<file path="config.mk">
export PLATFORM = sky130hd
export DESIGN_NAME = mbi_bus_interface
export DESIGN_NICKNAME = d
export VERILOG_FILES = /design/src/mbi_pkg.sv /design/src/mbi_bus_interface.sv
export SDC_FILE = /design/constraint.sdc
export NUM_CORES = 1
export LEC_CHECK = 0
export BUFFER_PORTS_ARGS = -buffer_cell sky130_fd_sc_hd__buf_2
export CORE_UTILIZATION = 44
export DETAILED_ROUTE_END_ITERATION = 12
export PLACE_DENSITY = 0.81
export SYNTH_ARGS = -nofsm -noshare
export SYNTH_HDL_FRONTEND = slang
export SYNTH_SLANG_ARGS = --single-unit
</file>
<file path="constraint.sdc">
create_clock -name clock -period 1.8 [get_ports clock]
set_input_delay 0.09 -clock clock [delete_from_list [all_inputs] [get_ports clock]]
set_output_delay 0.09 -clock clock [all_outputs]
set_load 0.01 [all_outputs]
</file>
<file path="src/mbi_pkg.sv">
// constants and carrier types for the host bus interface front end
package mbi_pkg;
    // strap codes for the bus select pins
    localparam logic [3:0] MBI_STRAP_SERIAL = 4'h0;
    localparam logic [3:0] MBI_STRAP_P8_RW = 4'h4;
    localparam logic [3:0] MBI_STRAP_P16_RW = 4'h5;
    localparam logic [3:0] MBI_STRAP_P8_SEP = 4'h6;
    localparam logic [3:0] MBI_STRAP_P16_SEP = 4'h7;
    localparam logic [3:0] MBI_STRAP_P9_RW = 4'hC;
    localparam logic [3:0] MBI_STRAP_P18_RW = 4'hD;
    localparam logic [3:0] MBI_STRAP_P9_SEP = 4'hE;
    localparam logic [3:0] MBI_STRAP_P18_SEP = 4'hF;
    // field positions in the strap code
    localparam int MBI_STRAP_WIDE_BIT = 0;
    localparam int MBI_STRAP_SEP_BIT = 1;
    localparam int MBI_STRAP_PAR_BIT = 2;
    localparam int MBI_STRAP_NINE_BIT = 3;
    // bus geometry
    localparam int MBI_DATA_W = 18;
    localparam int MBI_SER_W = 8;
    localparam logic [2:0] MBI_SER_LAST = 3'h7;
    localparam logic [17:0] MBI_DATA_ZERO = 18'h00000;
    // remap command and the bit that enables odd/even common split
    localparam logic [7:0] MBI_CMD_REMAP = 8'hA0;
    localparam int MBI_SPLIT_BIT = 5;

    typedef enum logic [2:0] {
        MBI_MODE_SERIAL,
        MBI_MODE_RW_STROBE,
        MBI_MODE_SEP_STROBE,
        MBI_MODE_INVALID
    } mbi_mode_t;

    // host pin group as seen by the device
    typedef struct packed {
        logic chipSelN;
        logic dataCmd;
        logic rwWrN;
        logic enRdN;
        logic [17:0] data;
    } mbi_pins_t;

    // one accepted transfer
    typedef struct packed {
        logic isData;
        logic isRead;
        logic [17:0] word;
    } mbi_xfer_t;
endpackage : mbi_pkg

</file>
<file path="src/mbi_bus_interface.sv">
// host bus interface front end: strap decode, strobe decode, serial shifter
`timescale 1ns/1ps
module mbi_bus_interface (
    // clock and reset
    input wire logic clock,
    input wire logic nrst,
    // straps and clock source
    input wire logic [3:0] bus_select_straps,
    input wire logic osc_source_sel,
    input wire logic external_timebase_in,
    input wire logic internalOsc,
    // host pins
    input wire logic chip_init_n,
    input wire mbi_pkg::mbi_pins_t hostPins,
    // spare inputs, ignored
    input wire logic [17:0] spare_pixel_bus,
    input wire logic spare_pixel_gate,
    input wire logic spare_dot_tick,
    // read return data
    input wire logic [17:0] readWord,
    // data bus drive
    output logic [17:0] dataOut,
    output logic [17:0] dataOe,
    // accepted transfers
    output mbi_pkg::mbi_xfer_t xfer,
    output logic xferValid,
    // decoded state
    output mbi_pkg::mbi_mode_t mode,
    output logic wideBus,
    output logic nineBus,
    output logic comSplit,
    output logic clockSel
);
    import mbi_pkg::*;

    // strap decode
    wire logic strapPar = bus_select_straps[MBI_STRAP_PAR_BIT];
    wire logic strapSep = bus_select_straps[MBI_STRAP_SEP_BIT];
    wire logic strapValid = (bus_select_straps == MBI_STRAP_SERIAL) || strapPar;
    mbi_mode_t modeNext;
    assign modeNext = !strapValid ? MBI_MODE_INVALID :
                      !strapPar ? MBI_MODE_SERIAL :
                      strapSep ? MBI_MODE_SEP_STROBE : MBI_MODE_RW_STROBE;

    // per-cycle strobe decode; the spare pins are deliberately not read
    logic enPrev_reg;
    logic wrPrev_reg;
    logic sclkPrev_reg;
    mbi_mode_t mode_reg;
    wire logic sel = !hostPins.chipSelN;
    wire logic isRwMode = (mode_reg == MBI_MODE_RW_STROBE);
    wire logic isSepMode = (mode_reg == MBI_MODE_SEP_STROBE);
    wire logic isSerMode = (mode_reg == MBI_MODE_SERIAL);
    wire logic enFall = enPrev_reg && !hostPins.enRdN;
    wire logic enRise = !enPrev_reg && hostPins.enRdN;
    wire logic wrRise = !wrPrev_reg && hostPins.rwWrN;
    // enable falling edge ends the transfer begun while enable was high
    wire logic rwLatch = isRwMode && sel && enFall;
    wire logic sepWrLatch = isSepMode && sel && wrRise;
    wire logic sepRdLatch = isSepMode && sel && enRise;
    // serial clock on data line 0, serial input on data line 1
    wire logic sclk = hostPins.data[0];
    wire logic serial_in_line = hostPins.data[1];
    wire logic sclkRise = isSerMode && sel && sclk && !sclkPrev_reg;
    // reads driven while selected and the read phase is active
    wire logic rwReadPhase = isRwMode && sel && hostPins.rwWrN && hostPins.enRdN;
    wire logic sepReadPhase = isSepMode && sel && !hostPins.enRdN;

    // serial shifter
    logic [7:0] shift_reg;
    logic [2:0] bitCnt_reg;
    wire logic [7:0] shiftNext = {shift_reg[6:0], serial_in_line};
    wire logic serByte = sclkRise && (bitCnt_reg == MBI_SER_LAST);

    // transfer assembly
    wire logic accept = rwLatch || sepWrLatch || sepRdLatch || serByte;
    wire logic acceptRead = (rwLatch && hostPins.rwWrN) || sepRdLatch;
    mbi_xfer_t xferNext;
    assign xferNext.isData = hostPins.dataCmd;
    assign xferNext.isRead = acceptRead;
    assign xferNext.word = serByte ? {10'h000, shiftNext} : hostPins.data;
    wire logic remapHit = accept && !acceptRead && !hostPins.dataCmd &&
                          (xferNext.word[7:0] == MBI_CMD_REMAP);
    logic remapPend_reg;
    wire logic paramHit = accept && !acceptRead && hostPins.dataCmd && remapPend_reg;

    // edge history and mode register; chip init acts like reset
    wire logic live = nrst && chip_init_n;
    always_ff @(posedge clock) begin
        if (!live) begin
            enPrev_reg <= 1'b0;
            wrPrev_reg <= 1'b1;
            sclkPrev_reg <= 1'b0;
            mode_reg <= MBI_MODE_INVALID;
        end else begin
            enPrev_reg <= hostPins.enRdN;
            wrPrev_reg <= hostPins.rwWrN;
            sclkPrev_reg <= sclk;
            mode_reg <= modeNext; // straps caught by clock after release
        end
    end

    // serial shift register; deselect restarts the byte
    always_ff @(posedge clock) begin
        if (!live || !sel) begin
            shift_reg <= 8'h00;
            bitCnt_reg <= 3'h0;
        end else if (sclkRise) begin
            shift_reg <= shiftNext;
            bitCnt_reg <= bitCnt_reg + 3'h1;
        end
    end

    // transfer outputs
    always_ff @(posedge clock) begin
        if (!live) begin
            xfer <= '0;
            xferValid <= 1'b0;
        end else begin
            xferValid <= accept;
            if (accept) begin
                xfer <= xferNext;
            end
        end
    end

    // remap tracking: command then parameter, bit 5 sets the split
    always_ff @(posedge clock) begin
        if (!live) begin
            remapPend_reg <= 1'b0;
            comSplit <= 1'b0;
        end else begin
            if (remapHit) begin
                remapPend_reg <= 1'b1;
            end else if (paramHit || (accept && !hostPins.dataCmd)) begin
                remapPend_reg <= 1'b0;
            end
            if (paramHit) begin
                comSplit <= xferNext.word[MBI_SPLIT_BIT];
            end
        end
    end

    // read drive; serial mode never drives, so data line 2 stays undriven
    always_ff @(posedge clock) begin
        if (!live) begin
            dataOut <= MBI_DATA_ZERO;
            dataOe <= MBI_DATA_ZERO;
        end else begin
            dataOut <= readWord;
            dataOe <= (rwReadPhase || sepReadPhase) ? {MBI_DATA_W{1'b1}} : MBI_DATA_ZERO;
        end
    end

    // decoded status; clock pick is a flag for the clock mux outside
    always_ff @(posedge clock) begin
        if (!live) begin
            mode <= MBI_MODE_INVALID;
            wideBus <= 1'b0;
            nineBus <= 1'b0;
            clockSel <= 1'b1;
        end else begin
            mode <= mode_reg;
            wideBus <= bus_select_straps[MBI_STRAP_WIDE_BIT] && strapPar;
            nineBus <= bus_select_straps[MBI_STRAP_NINE_BIT] && strapPar;
            clockSel <= osc_source_sel;
        end
    end
endmodule : mbi_bus_interface

</file>
# Yosys cells after proc, flatten, opt, wreduce, memory -nomap -nowiden
# Cells that the tools add are included.
[classes]
bitwise = 0
shifts = 0
multipliers = 0
n_reduce_logical = 46
div = 0
magnitude_cmp = 0
n_eq_ne = 4
add_sub_neg = 1
mux = 6
[op_table]
columns = ["operator", "count"]
rows = [
  ["18-bit two-way mux", 2],
  ["1-bit logical AND", 25],
  ["8-bit == test, second input constant", 1],
  ["1-bit zero test", 8],
  ["1-bit logical OR", 8],
  ["4-bit zero test", 1],
  ["2-bit two-way mux", 2],
  ["3-bit by 1-bit adder with 3-bit output, second input constant", 1],
  ["3-bit by 1-bit == test with 1-bit output, second input constant", 1],
  ["3-bit by 2-bit == test with 1-bit output, second input constant", 1],
  ["3-bit == test, second input constant", 1],
  ["3-bit zero test", 1],
  ["3-bit AND reduction", 1],
  ["1-bit two-way mux", 2],
  ["2-bit AND reduction", 1],
  ["2-bit nonzero test", 1],
]
[word_totals]
mem_count = 0
ff_bits = 81
ram_bits = 0
latch_bits = 0
mem_bits_ro = 0
inputBits = 70
word_cells = 76
out_inout_bits = 64

# Logic depth before layout (Yosys ltp)
# Gate-level depths: netlist of run 1.
[logic_depth]
ltp_word = 12
mapped_depth = 7
mapped_depth_nobuf = 6

# Least setup slack after synthesis of run 1
# Ideal clock, no wire load.
[synth_path]
path_kind = "flip-flop to flip-flop"
from = "reg sclkPrev_reg"
to = "reg xfer[5] in the netlist's numbering"
t_required_ns = 1.668
period_less_slack_ns = 1.578
t_arrival_ns = 1.447
setup_time_ns = 0.132
path_slack_ns = 0.222
path_buffers = 0
path_stages_with_launch = 6
cell_sequence = "dfxtp_1 nor4_4 nand3_2 mux2_2 a21oi_1 nor3_1"
[synth_via]
elab_chain_cells = 4
elab_cells_between_ends = 5
cone_classes = "1 x mux; 4 x reduce/logical"
[synth_rtl]
columns = ["item", "line_no", "rtl"]
rows = [
  ["start: declaration", "mbi_bus_interface.sv:48", "logic sclkPrev_reg;"],
  ["start signal: assignment", "mbi_bus_interface.sv:98", "sclkPrev_reg <= sclk;"],
  ["1-bit zero test (*)", "mbi_bus_interface.sv:64", "wire logic sclkRise = isSerMode && sel && sclk && !sclkPrev_reg;"],
  ["1-bit logical AND (*)", "mbi_bus_interface.sv:64", ""],
  ["1-bit logical AND (*)", "mbi_bus_interface.sv:73", "wire logic serByte = sclkRise && (bitCnt_reg == MBI_SER_LAST);"],
  ["18-bit two-way mux or 1-bit logical OR (tied branches)", "mbi_bus_interface.sv:81, mbi_bus_interface.sv:76", ""],
  ["end signal: assignment", "mbi_bus_interface.sv:122", "xfer <= xferNext;"],
  ["end: declaration", "mbi_bus_interface.sv:25", "output mbi_pkg::mbi_xfer_t xfer,"],
]
# Every way passes the cells marked *; elsewhere a longest branch is shown, timed or not.
# A chain may end at the register's enable or synchronous reset.

# Worst setup path in the final report of run 1
[layout_path]
from = "reg bitCnt_reg[0]"
to = "reg xfer[4] in the netlist's numbering"
[layout_via]
elab_chain_cells = 3
elab_cells_between_ends = 4
cone_classes = "1 x eq/ne; 1 x mux; 2 x reduce/logical"
[layout_rtl]
columns = ["item", "line_no", "rtl"]
rows = [
  ["start: declaration", "mbi_bus_interface.sv:71", "logic [2:0] bitCnt_reg;"],
  ["start signal: assignment", "mbi_bus_interface.sv:110", "bitCnt_reg <= bitCnt_reg + 3'h1;"],
  ["3-bit == test (*)", "mbi_bus_interface.sv:73", ""],
  ["1-bit logical AND (*)", "mbi_bus_interface.sv:73", ""],
  ["18-bit two-way mux or 1-bit logical OR (tied branches)", "mbi_bus_interface.sv:81, mbi_bus_interface.sv:76", ""],
]
# Marked as above.

==> results of run 1 <==
[routing by layer]
layer | track usage | vias up
li1 | - | 1159
met1 | 0.232 | 1046
met2 | 0.357 | 68
met3 | 0.0551 | 15
met4 | 0.108 | 0
met5 | 0 | -
[per-stage QoR]
step	util	hold WS (ps)	power (W)	area, µm²
floorplan	-	183	0.00152	2430
global placement	0.561	275	0.00161	2920
detailed placement	0.561	294	0.00161	2920
CTS	0.650	1.48	0.00300	3380
global route	0.652	7.48	0.00309	3390
finish	0.652	14.0	0.00297	3390
[area by class of cell]
type                            count  area share
Timing Repair Buffer              144       0.256
Clock inverter                      5      0.0243
Multi-Input combinational cell    169       0.286
Tap cell                           70      0.0258
Inverter                            1     0.00111
Clock buffer                       11      0.0417
Sequential cell                    62       0.366
[cells by family (layout without fill, tap and decap cells)]
logic type	Yosys count	in the layout	share of synthesized area
AOI/OAI and AO/OA	41	41	0.103
xor gates and xnor gates	1	1	0.00361
adders and majority gates	2	2	0.0103
buffers and inverters	36	161	0.0892
DFF	62	62	0.511
muxes	4	4	0.0170
other	1	1	0.00154
and+or+nand+nor	120	120	0.264
[worst max-delay path, delay by kind of cell, from the launching register on]
family                   cells  cell delay, ps
buffers and inverters        1             200
adder cells (fa/ha/maj)      2             400
AND/OR/NAND/NOR              2             300
AO/OA/AOI/OAI                1             280
flip-flops                   1             320
[power breakdown]
group	total (W)	switching, W	internal, W
logic	0.000218	0.000102	0.000116
clock network	0.00134	0.000526	0.000817
registers	0.00141	0.00000964	0.00140
total	0.00297	0.000638	0.00233
[cells in the final DEF (no fill, tap or decap), drive strengths merged, types with 2 or more instances in the layout]
| cell type | netlist | final |
|---|---|---|
| buf | 22 | 119 |
| dfxtp | 62 | 62 |
| nand3 | 32 | 32 |
| nand2 | 28 | 28 |
| dlygate4sd3 | 0 | 25 |
| and3 | 23 | 23 |
| a21oi | 22 | 22 |
| clkbuf | 13 | 11 |
| nor3 | 10 | 10 |
| nor2 | 9 | 9 |
| nand2b | 7 | 7 |
| o21ai | 6 | 6 |
| a311oi | 6 | 6 |
| mux2i | 3 | 3 |
| clkinvlp | 0 | 3 |
| and2 | 2 | 2 |
| o21a | 2 | 2 |
| nor4b | 2 | 2 |
| nand4 | 2 | 2 |
| ha | 2 | 2 |
| bufinv | 0 | 2 |
| nor4 | 2 | 2 |
[cells in the mapped netlist, drive strengths merged, types with 3 or more instances]
master / count
a21oi: 22
a311oi: 6
and3: 23
buf: 22
clkbuf: 13
dfxtp: 62
mux2i: 3
nand2: 28
nand2b: 7
nand3: 32
nor2: 9
nor3: 10
o21ai: 6
[worst max path at each step]
stage,from,to,slack [ps]
global route,mode_reg[0]$_SDFF_PN1_,comSplit$_SDFFE_PN0P_,40
finish,bitCnt_reg[0]$_SDFFE_PP0P_,xfer[4]$_SDFFE_PN0N_,200
detailed placement,bitCnt_reg[0]$_SDFFE_PP0P_,xfer[7]$_SDFFE_PN0N_,240
floorplan,sclkPrev_reg$_SDFF_PN0_,xfer[5]$_SDFFE_PN0N_,220
global placement,bitCnt_reg[0]$_SDFFE_PP0P_,xfer[3]$_SDFFE_PN0N_,290
CTS,mode_reg[0]$_SDFF_PN1_,comSplit$_SDFFE_PN0P_,210
==> flow_metrics.tcl, run 1 <==
set metrics [dict create \
    multi_input_area_um2 970 \
    path_class "register to register" \
    drive_above_1_share 0.352 \
    hold_end "xfer[11]$_SDFFE_PN0N_" \
    cts-htree-levels 3 \
    ant_nets 0 \
    grt_start_max_net_pins 23 \
    maxSlewHeadroom 0.650 \
    syn-instance-count 267 \
    wl_met1_um 2430 \
    dp_cells 421 \
    path_cells "ha_1, ha_1, nand3_2, buf_4, nand2_1, a311oi_1" \
    layout_setup_ws_ps 204 \
    max_stage_delay_ps 320 \
    slew_viol_final 0 \
    drtIter0Drc 130 \
    finalSetupViolCount 0 \
    timing.setup.tns_ps 0 \
    post-dp-hpwl_um 3800 \
    post_drt_wl_per_cell_um 12.7 \
    rsz0062_at_grt "no" \
    cp_max_fo 13 \
    die_w_um 76.3 \
    min_from "hostPins[11]" \
    vdd_drop_max_uv 515 \
    hold_viol_final 0 \
    coreArea_um2 5200 \
    reg2reg_from "bitCnt_reg[0]$_SDFFE_PP0P_" \
    ys_warn_count 0 \
    num_antenna_cells 0 \
    synth_top_cell_by_area "dfxtp_1" \
    p_leak_nw 1.60 \
    io_buffers 110 \
    vias 2288 \
    synthFlopType "dfxtp_1" \
    synth-seq-cells 62 \
    route.met2.wl_um 2960 \
    hold_depth 3 \
    fp.dieH_um 76.3 \
    grt_pass1_vias 2099 \
    grt_pass1_wl_um 9520 \
    io_pins 134 \
    worstPathRequired_ps 2030 \
    synth_cell_types 36 \
    finalNonFillerCells 462 \
    vias_per_cell 4.95 \
    fillers 433 \
    clkSlewWorstSetupHoldPaths_ps 70 \
    r2r_end "xfer[4]$_SDFFE_PN0N_" \
    drc 0 \
    postRouteWirelength_um 5860 \
    top_layer_used "met4" \
    skew_ps 5.51 \
    insertion_delay_ps 330 \
    grt_antenna_before_repair 0 \
    cts_root_buf "clkbuf_8" \
    initial_core_util 0.466 \
    fp-row-count 26 \
    start_kind "register" \
    cp-end-kind "register" \
    worst_pin_slew_ps 523 \
    area_growth_pct 39.8 \
    wl_met3_um 307 \
    post-route-min-period_ps 1600 \
    synth.area.top_cells "dfxtp_1 (51%), nand3_1 (6.4%), and3_1 (5.9%)" \
    firstDrtPassIters 4 \
    cts_buffer_depth 2 \
    post-cts-setup-buffers 0 \
    path_common_cell "ha_1" \
    die_area_um2 5820 \
    pre_cts_ws_ps 240 \
    track_usage 0.206 \
    max_cap_violations 0 \
    nets 459 \
    synth_fp_nets 339 \
    crit_path_top_delay_cell "dfxtp_1" \
    cts_resized 0 \
    synth_edf_count 0 \
    yosysTopAreaCellShare 0.511 \
    p_per_area_nw_per_um2 874 \
    cts_buffers 9 \
    largest_reg_flops 20 \
    holdBufCountCts 24 \
    avgSynthCellArea_um2 9.09 \
    fmax_mhz 627 \
    cts_sinks 62 \
    cts_tree "built" \
    overflow 0 \
    seq_area_frac_synth 0.511 \
    crit_arrival_ps 1830 \
    reg2reg_depth 6 \
    ys_async_sr_fraction 0 \
    status "finished, final reports clean" \
    ff_latch_area_um2 1240 \
    gp_congestion 0.771 \
    hp-class "input pin to register" \
    r2r_setup_slack_ps 200 \
    finalCritPeriodShare 0.886 \
    synth_area_um2 2430 \
]
No activity file was read; power rests on OpenSTA's default activity.
==> run 2: changes to the inputs <==
==> constraint.sdc (replaced) <==
create_clock -name clock -period 1.8 [get_ports clock]
set_input_delay 0.18 -clock clock [delete_from_list [all_inputs] [get_ports clock]]
set_output_delay 0.18 -clock clock [all_outputs]
set_load 0.01 [all_outputs]
==> run 2 against run 1 <==
Setup slack lost 61 ps. Via count shrank 3.9%. Clock-buffer cell count shrank 1. Sequential share of layout area grew 3.0 points.
==> flow_metrics.tcl, run 2 (synthesis gave the netlist of run 1 again) <==
set metrics [dict create \
    status "finished, final reports clean" \
    track_usage 0.194 \
    fin_hold_ws_ps 34.9 \
    grt_start_max_net_pins 24 \
    skew_ps 6.84 \
    worstPathRequired_ps 2030 \
    vias 2199 \
    rsz0062_at_grt "no" \
    max_stage_delay_ps 460 \
    hp-class "input pin to register" \
    cts-htree-levels 3 \
    clkSlewWorstSetupHoldPaths_ps 70 \
    grt_antenna_before_repair 0 \
    max_cap_violations 0 \
    start_kind "register" \
    timing.setup.tns_ps 0 \
    die_area_um2 5820 \
    p_per_area_nw_per_um2 918 \
    cts_buffer_depth 2 \
    post-cts-setup-buffers 0 \
    finalCritPeriodShare 0.921 \
    grt_pass1_vias 1940 \
    fillers 470 \
    die_w_um 76.3 \
    crit_path_top_delay_cell "dfxtp_1" \
    layout_setup_ws_ps 143 \
    vias_per_cell 5.04 \
    firstDrtPassIters 4 \
    path_cells "nand4bb_1, nor2_1, a21o_1, buf_4, nor3_1, a311oi_1" \
    fp.dieH_um 76.3 \
    io_buffers 110 \
    post-route-min-period_ps 1660 \
    initial_core_util 0.466 \
    cts_buffers 9 \
    post-dp-hpwl_um 3790 \
    cts_sinks 62 \
    grt_pass1_wl_um 8910 \
    drtIter0Drc 115 \
    maxSlewHeadroom 0.613 \
    hold_viol_final 0 \
    area_growth_pct 29.3 \
    cts_root_buf "clkbuf_8" \
    num_antenna_cells 0 \
    nets 433 \
    cts_tree "built" \
    final_common_cell "buf_2" \
    vdd_drop_max_uv 525 \
    io_pins 134 \
    fmax_mhz 603 \
    crit_arrival_ps 1890 \
    worst_pin_slew_ps 579 \
    placed_area_um2 2930 \
    cts_resized 0 \
    finalSetupViolCount 0 \
    fp-row-count 26 \
    pre_cts_ws_ps 196 \
    p_leak_nw 1.50 \
    path_class "register to register" \
    drive_above_1_share 0.374 \
    layout_common_cells "buf_2 (110), dfxtp_1 (62), nand3_1 (31), nand2_1 (28), and3_1 (23)" \
    post_drt_wl_per_cell_um 12.7 \
    final_util 0.603 \
    overflow 0 \
    slew_viol_final 0 \
    holdBufCountCts 0 \
    drc 0 \
    fin_area_um2 3140 \
    insertion_delay_ps 330 \
    cp-end-kind "register" \
    postRouteWirelength_um 5550 \
    gp_congestion 0.772 \
    largest_reg_flops 20 \
    coreArea_um2 5200 \
    ant_nets 0 \
    cp_max_fo 20 \
]
[run 2: changes by cell type in the layout (fill, tap and decap cells not counted), sizes merged]
| cell | delta |
|---|---|
| dlygate4sd3 | -25 |
| buf | -1 |
| clkinvlp | -2 |
| clkbuf | -1 |
| clkinv | +3 |
[run 2: cell type report]
class                      instances  area, µm²  share of cell area
multi-input combinational        169        970               0.309
clock inverter                     6       86.3              0.0275
tap                               70       87.6              0.0279
timing repair buffer             118        623               0.198
inverter                           1       3.75             0.00120
clock buffer                      10        128              0.0407
sequential                        62       1240               0.395
[run 2: worst max-delay path, delay by kind of cell, from the launching register on]
| kind | cells | cell delay, ps |
|---|---|---|
| AO/OA/AOI/OAI | 2 | 400 |
| buffers and inverters | 1 | 230 |
| AND/OR/NAND/NOR | 3 | 470 |
| flip-flops | 1 | 460 |
[run 2: final timing paths]
| kind | start | to | slack, ps | cells past startpoint |
|---|---|---|---|---|
| worst min register to register | xfer[0]$_SDFFE_PN0N_ | xfer[0]$_SDFFE_PN0N_ | 460 | 2 |
| worst max-delay path | mode_reg[0]$_SDFF_PN1_ | xfer[6]$_SDFFE_PN0N_ | 140 | 6 |
| worst max register to register | mode_reg[0]$_SDFF_PN1_ | xfer[6]$_SDFFE_PN0N_ | 140 | 6 |
| worst min-delay path | osc_source_sel | clockSel$_SDFF_PN1_ | 30 | 2 |
[run 2: metrics by stage]
stage	cells	power, W
after CTS	436	0.00291
after global routing	436	0.00300
after global placement	420	0.00161
final	436	0.00288
after floorplan	267	0.00152
after detailed placement	420	0.00161
[run 2: report_power, final]
group | switching (W) | internal [W] | total (W)
clock | 0.000526 | 0.000777 | 0.00130
sequential | 0.00000925 | 0.00140 | 0.00141
combinational | 0.0000936 | 0.0000804 | 0.000174
[run 2: per-layer routing]
metal,wire (µm),share of wire,global-route usage,vias to the layer above
li1,-,-,-,1108
met1,2370,0.43,0.224,1010
met2,2750,0.50,0.332,71
met3,332,0.060,0.0503,10
met4,96,0.017,0.0981,0
met5,0,0,0,-
==> run 3: changes to the inputs <==
--- a/config.mk
+++ b/config.mk
@@ -8,7 +8,7 @@
 export BUFFER_PORTS_ARGS = -buffer_cell sky130_fd_sc_hd__buf_2
 export CORE_UTILIZATION = 44
 export DETAILED_ROUTE_END_ITERATION = 12
-export PLACE_DENSITY = 0.81
+export PLACE_DENSITY = 0.89
 export SYNTH_ARGS = -nofsm -noshare
 export SYNTH_HDL_FRONTEND = slang
 export SYNTH_SLANG_ARGS = --single-unit
==> run 3 against run 2 <==
Worst hold slack better by 7.9 ps. Clock power is essentially flat. Maximum frequency grew 0.82%. Setup slack improved by 13 ps. Combinational power barely moved. Global-route usage up 0.20 points. Clock skew decreased by 3.9 ps. Die area stayed put. Sequential power is essentially flat. Critical path type unchanged.
==> flow_metrics.tcl, run 3 (synthesis gave the netlist of run 1 again) <==
set metrics [dict create \
    fillers 458 \
    num_antenna_cells 0 \
    worstPathRequired_ps 2030 \
    holdBufCountCts 0 \
    gp_congestion 0.869 \
    drtIter0Drc 182 \
    cts_tree "built" \
    cts_buffers 9 \
    final_common_cell "buf_2" \
    post-route-min-period_ps 1640 \
    clkSlewWorstSetupHoldPaths_ps 60 \
    path_cells "nand4bb_1, nor2_1, a21o_1, buf_4, nor3_1, a311oi_1" \
    vias_per_cell 5.09 \
    fp.dieH_um 76.3 \
    maxSlewHeadroom 0.609 \
    vdd_drop_max_uv 531 \
    track_usage 0.196 \
    cts_buffer_depth 2 \
    p_leak_nw 1.51 \
    ant_nets 0 \
    overflow 0 \
    nets 433 \
    firstDrtPassIters 4 \
    grt_pass1_vias 2053 \
    max_stage_delay_ps 460 \
    p_total_w 0.00291 \
    post_drt_wl_per_cell_um 12.6 \
    status "finished, final reports clean" \
    drive_above_1_share 0.372 \
    path_class "register to register" \
    start_kind "register" \
    max_cap_violations 0 \
    grt_start_max_net_pins 27 \
    p_per_area_nw_per_um2 930 \
    largest_reg_flops 20 \
    path_delay_family "flip-flops" \
    cp_max_fo 20 \
    post-dp-hpwl_um 3870 \
    io_pins 134 \
    rsz0062_at_grt "no" \
    cts_sinks 62 \
    cts-htree-levels 3 \
    fp-row-count 26 \
    grt_pass1_wl_um 9070 \
    insertion_delay_ps 330 \
    hp-class "input pin to register" \
    cts_resized 0 \
    layout_common_cells "buf_2 (110), dfxtp_1 (62), nand3_1 (31), nand2_1 (28), and3_1 (23)" \
    skew_ps 2.96 \
    postRouteWirelength_um 5500 \
    timing.setup.tns_ps 0 \
    coreArea_um2 5200 \
    cts_root_buf "clkbuf_8" \
    crit_path_top_delay_cell "dfxtp_1" \
    hold_viol_final 0 \
    fmax_mhz 608 \
    cp-end-kind "register" \
    initial_core_util 0.466 \
    grt_antenna_before_repair 0 \
    finalCritPeriodShare 0.913 \
    io_buffers 110 \
    critPathBufInv 1 \
    vias 2220 \
    area_growth_pct 28.9 \
    die_area_um2 5820 \
    worst_pin_slew_ps 585 \
    post-cts-setup-buffers 0 \
    die_w_um 76.3 \
    crit_arrival_ps 1870 \
    slew_viol_final 0 \
    finalSetupViolCount 0 \
    drc 0 \
]
==> run 3: final cells by class <==
type	count	area (µm²)	area share
flip-flops and latches	62	1240	0.397
multi-input cells	169	970	0.310
repair buffers	118	611	0.195
clock buffers	12	145	0.0464
well taps	70	87.6	0.0280
clock inverters	4	70.1	0.0224
inverters	1	3.75	0.00120
==> run 3: per-stage QoR <==
stage / instance area [µm²] / setup slack, ps / cells / hold slack [ps] / utilization
floorplan: 2430 / 222 / 267 / 273 / -
global placement: 2910 / 323 / 420 / 366 / 0.560
detailed placement: 2910 / 259 / 420 / 384 / 0.560
CTS: 3130 / 170 / 436 / 32.6 / 0.601
global route: 3130 / 16.3 / 436 / 37.4 / 0.601
finish: 3130 / 156 / 436 / 42.8 / 0.601
==> run 3: path summary, 6_finish.rpt <==
| path | endpoint | slack (ps) | from | depth (start not counted) |
|---|---|---|---|---|
| setup / recovery | xfer[6]$_SDFFE_PN0N_ | 160 | mode_reg[0]$_SDFF_PN1_ | 6 |
| hold / removal | clockSel$_SDFF_PN1_ | 40 | osc_source_sel | 2 |
| setup reg to reg | xfer[6]$_SDFFE_PN0N_ | 160 | mode_reg[0]$_SDFF_PN1_ | 6 |
| hold reg to reg | comSplit$_SDFFE_PN0P_ | 460 | comSplit$_SDFFE_PN0P_ | 2 |
==> run 3: power breakdown <==
group | switching (W) | total [W] | leakage, nW | internal, W
clock network | 0.000514 | 0.00133 | 0.110 | 0.000814
registers | 0.00000954 | 0.00141 | 0.504 | 0.00140
logic | 0.0000936 | 0.000174 | 0.892 | 0.0000804
total | 0.000617 | 0.00291 | 1.51 | 0.00229
==> run 3: layer usage <==
metal,global-route usage,part of all wire,vias to the layer above
li1,-,-,1114
met1,0.220,0.41,1007
met2,0.339,0.51,84
met3,0.0527,0.056,15
met4,0.102,0.021,0
met5,0,0,-
==> run 3: worst register-to-register path, stage by stage (launching register included) <==
cell and delay [ps]:
dfxtp_1 460, nand4bb_1 170, nor2_1 190, a21o_1 110, buf_4 220, nor3_1 100, a311oi_1 290
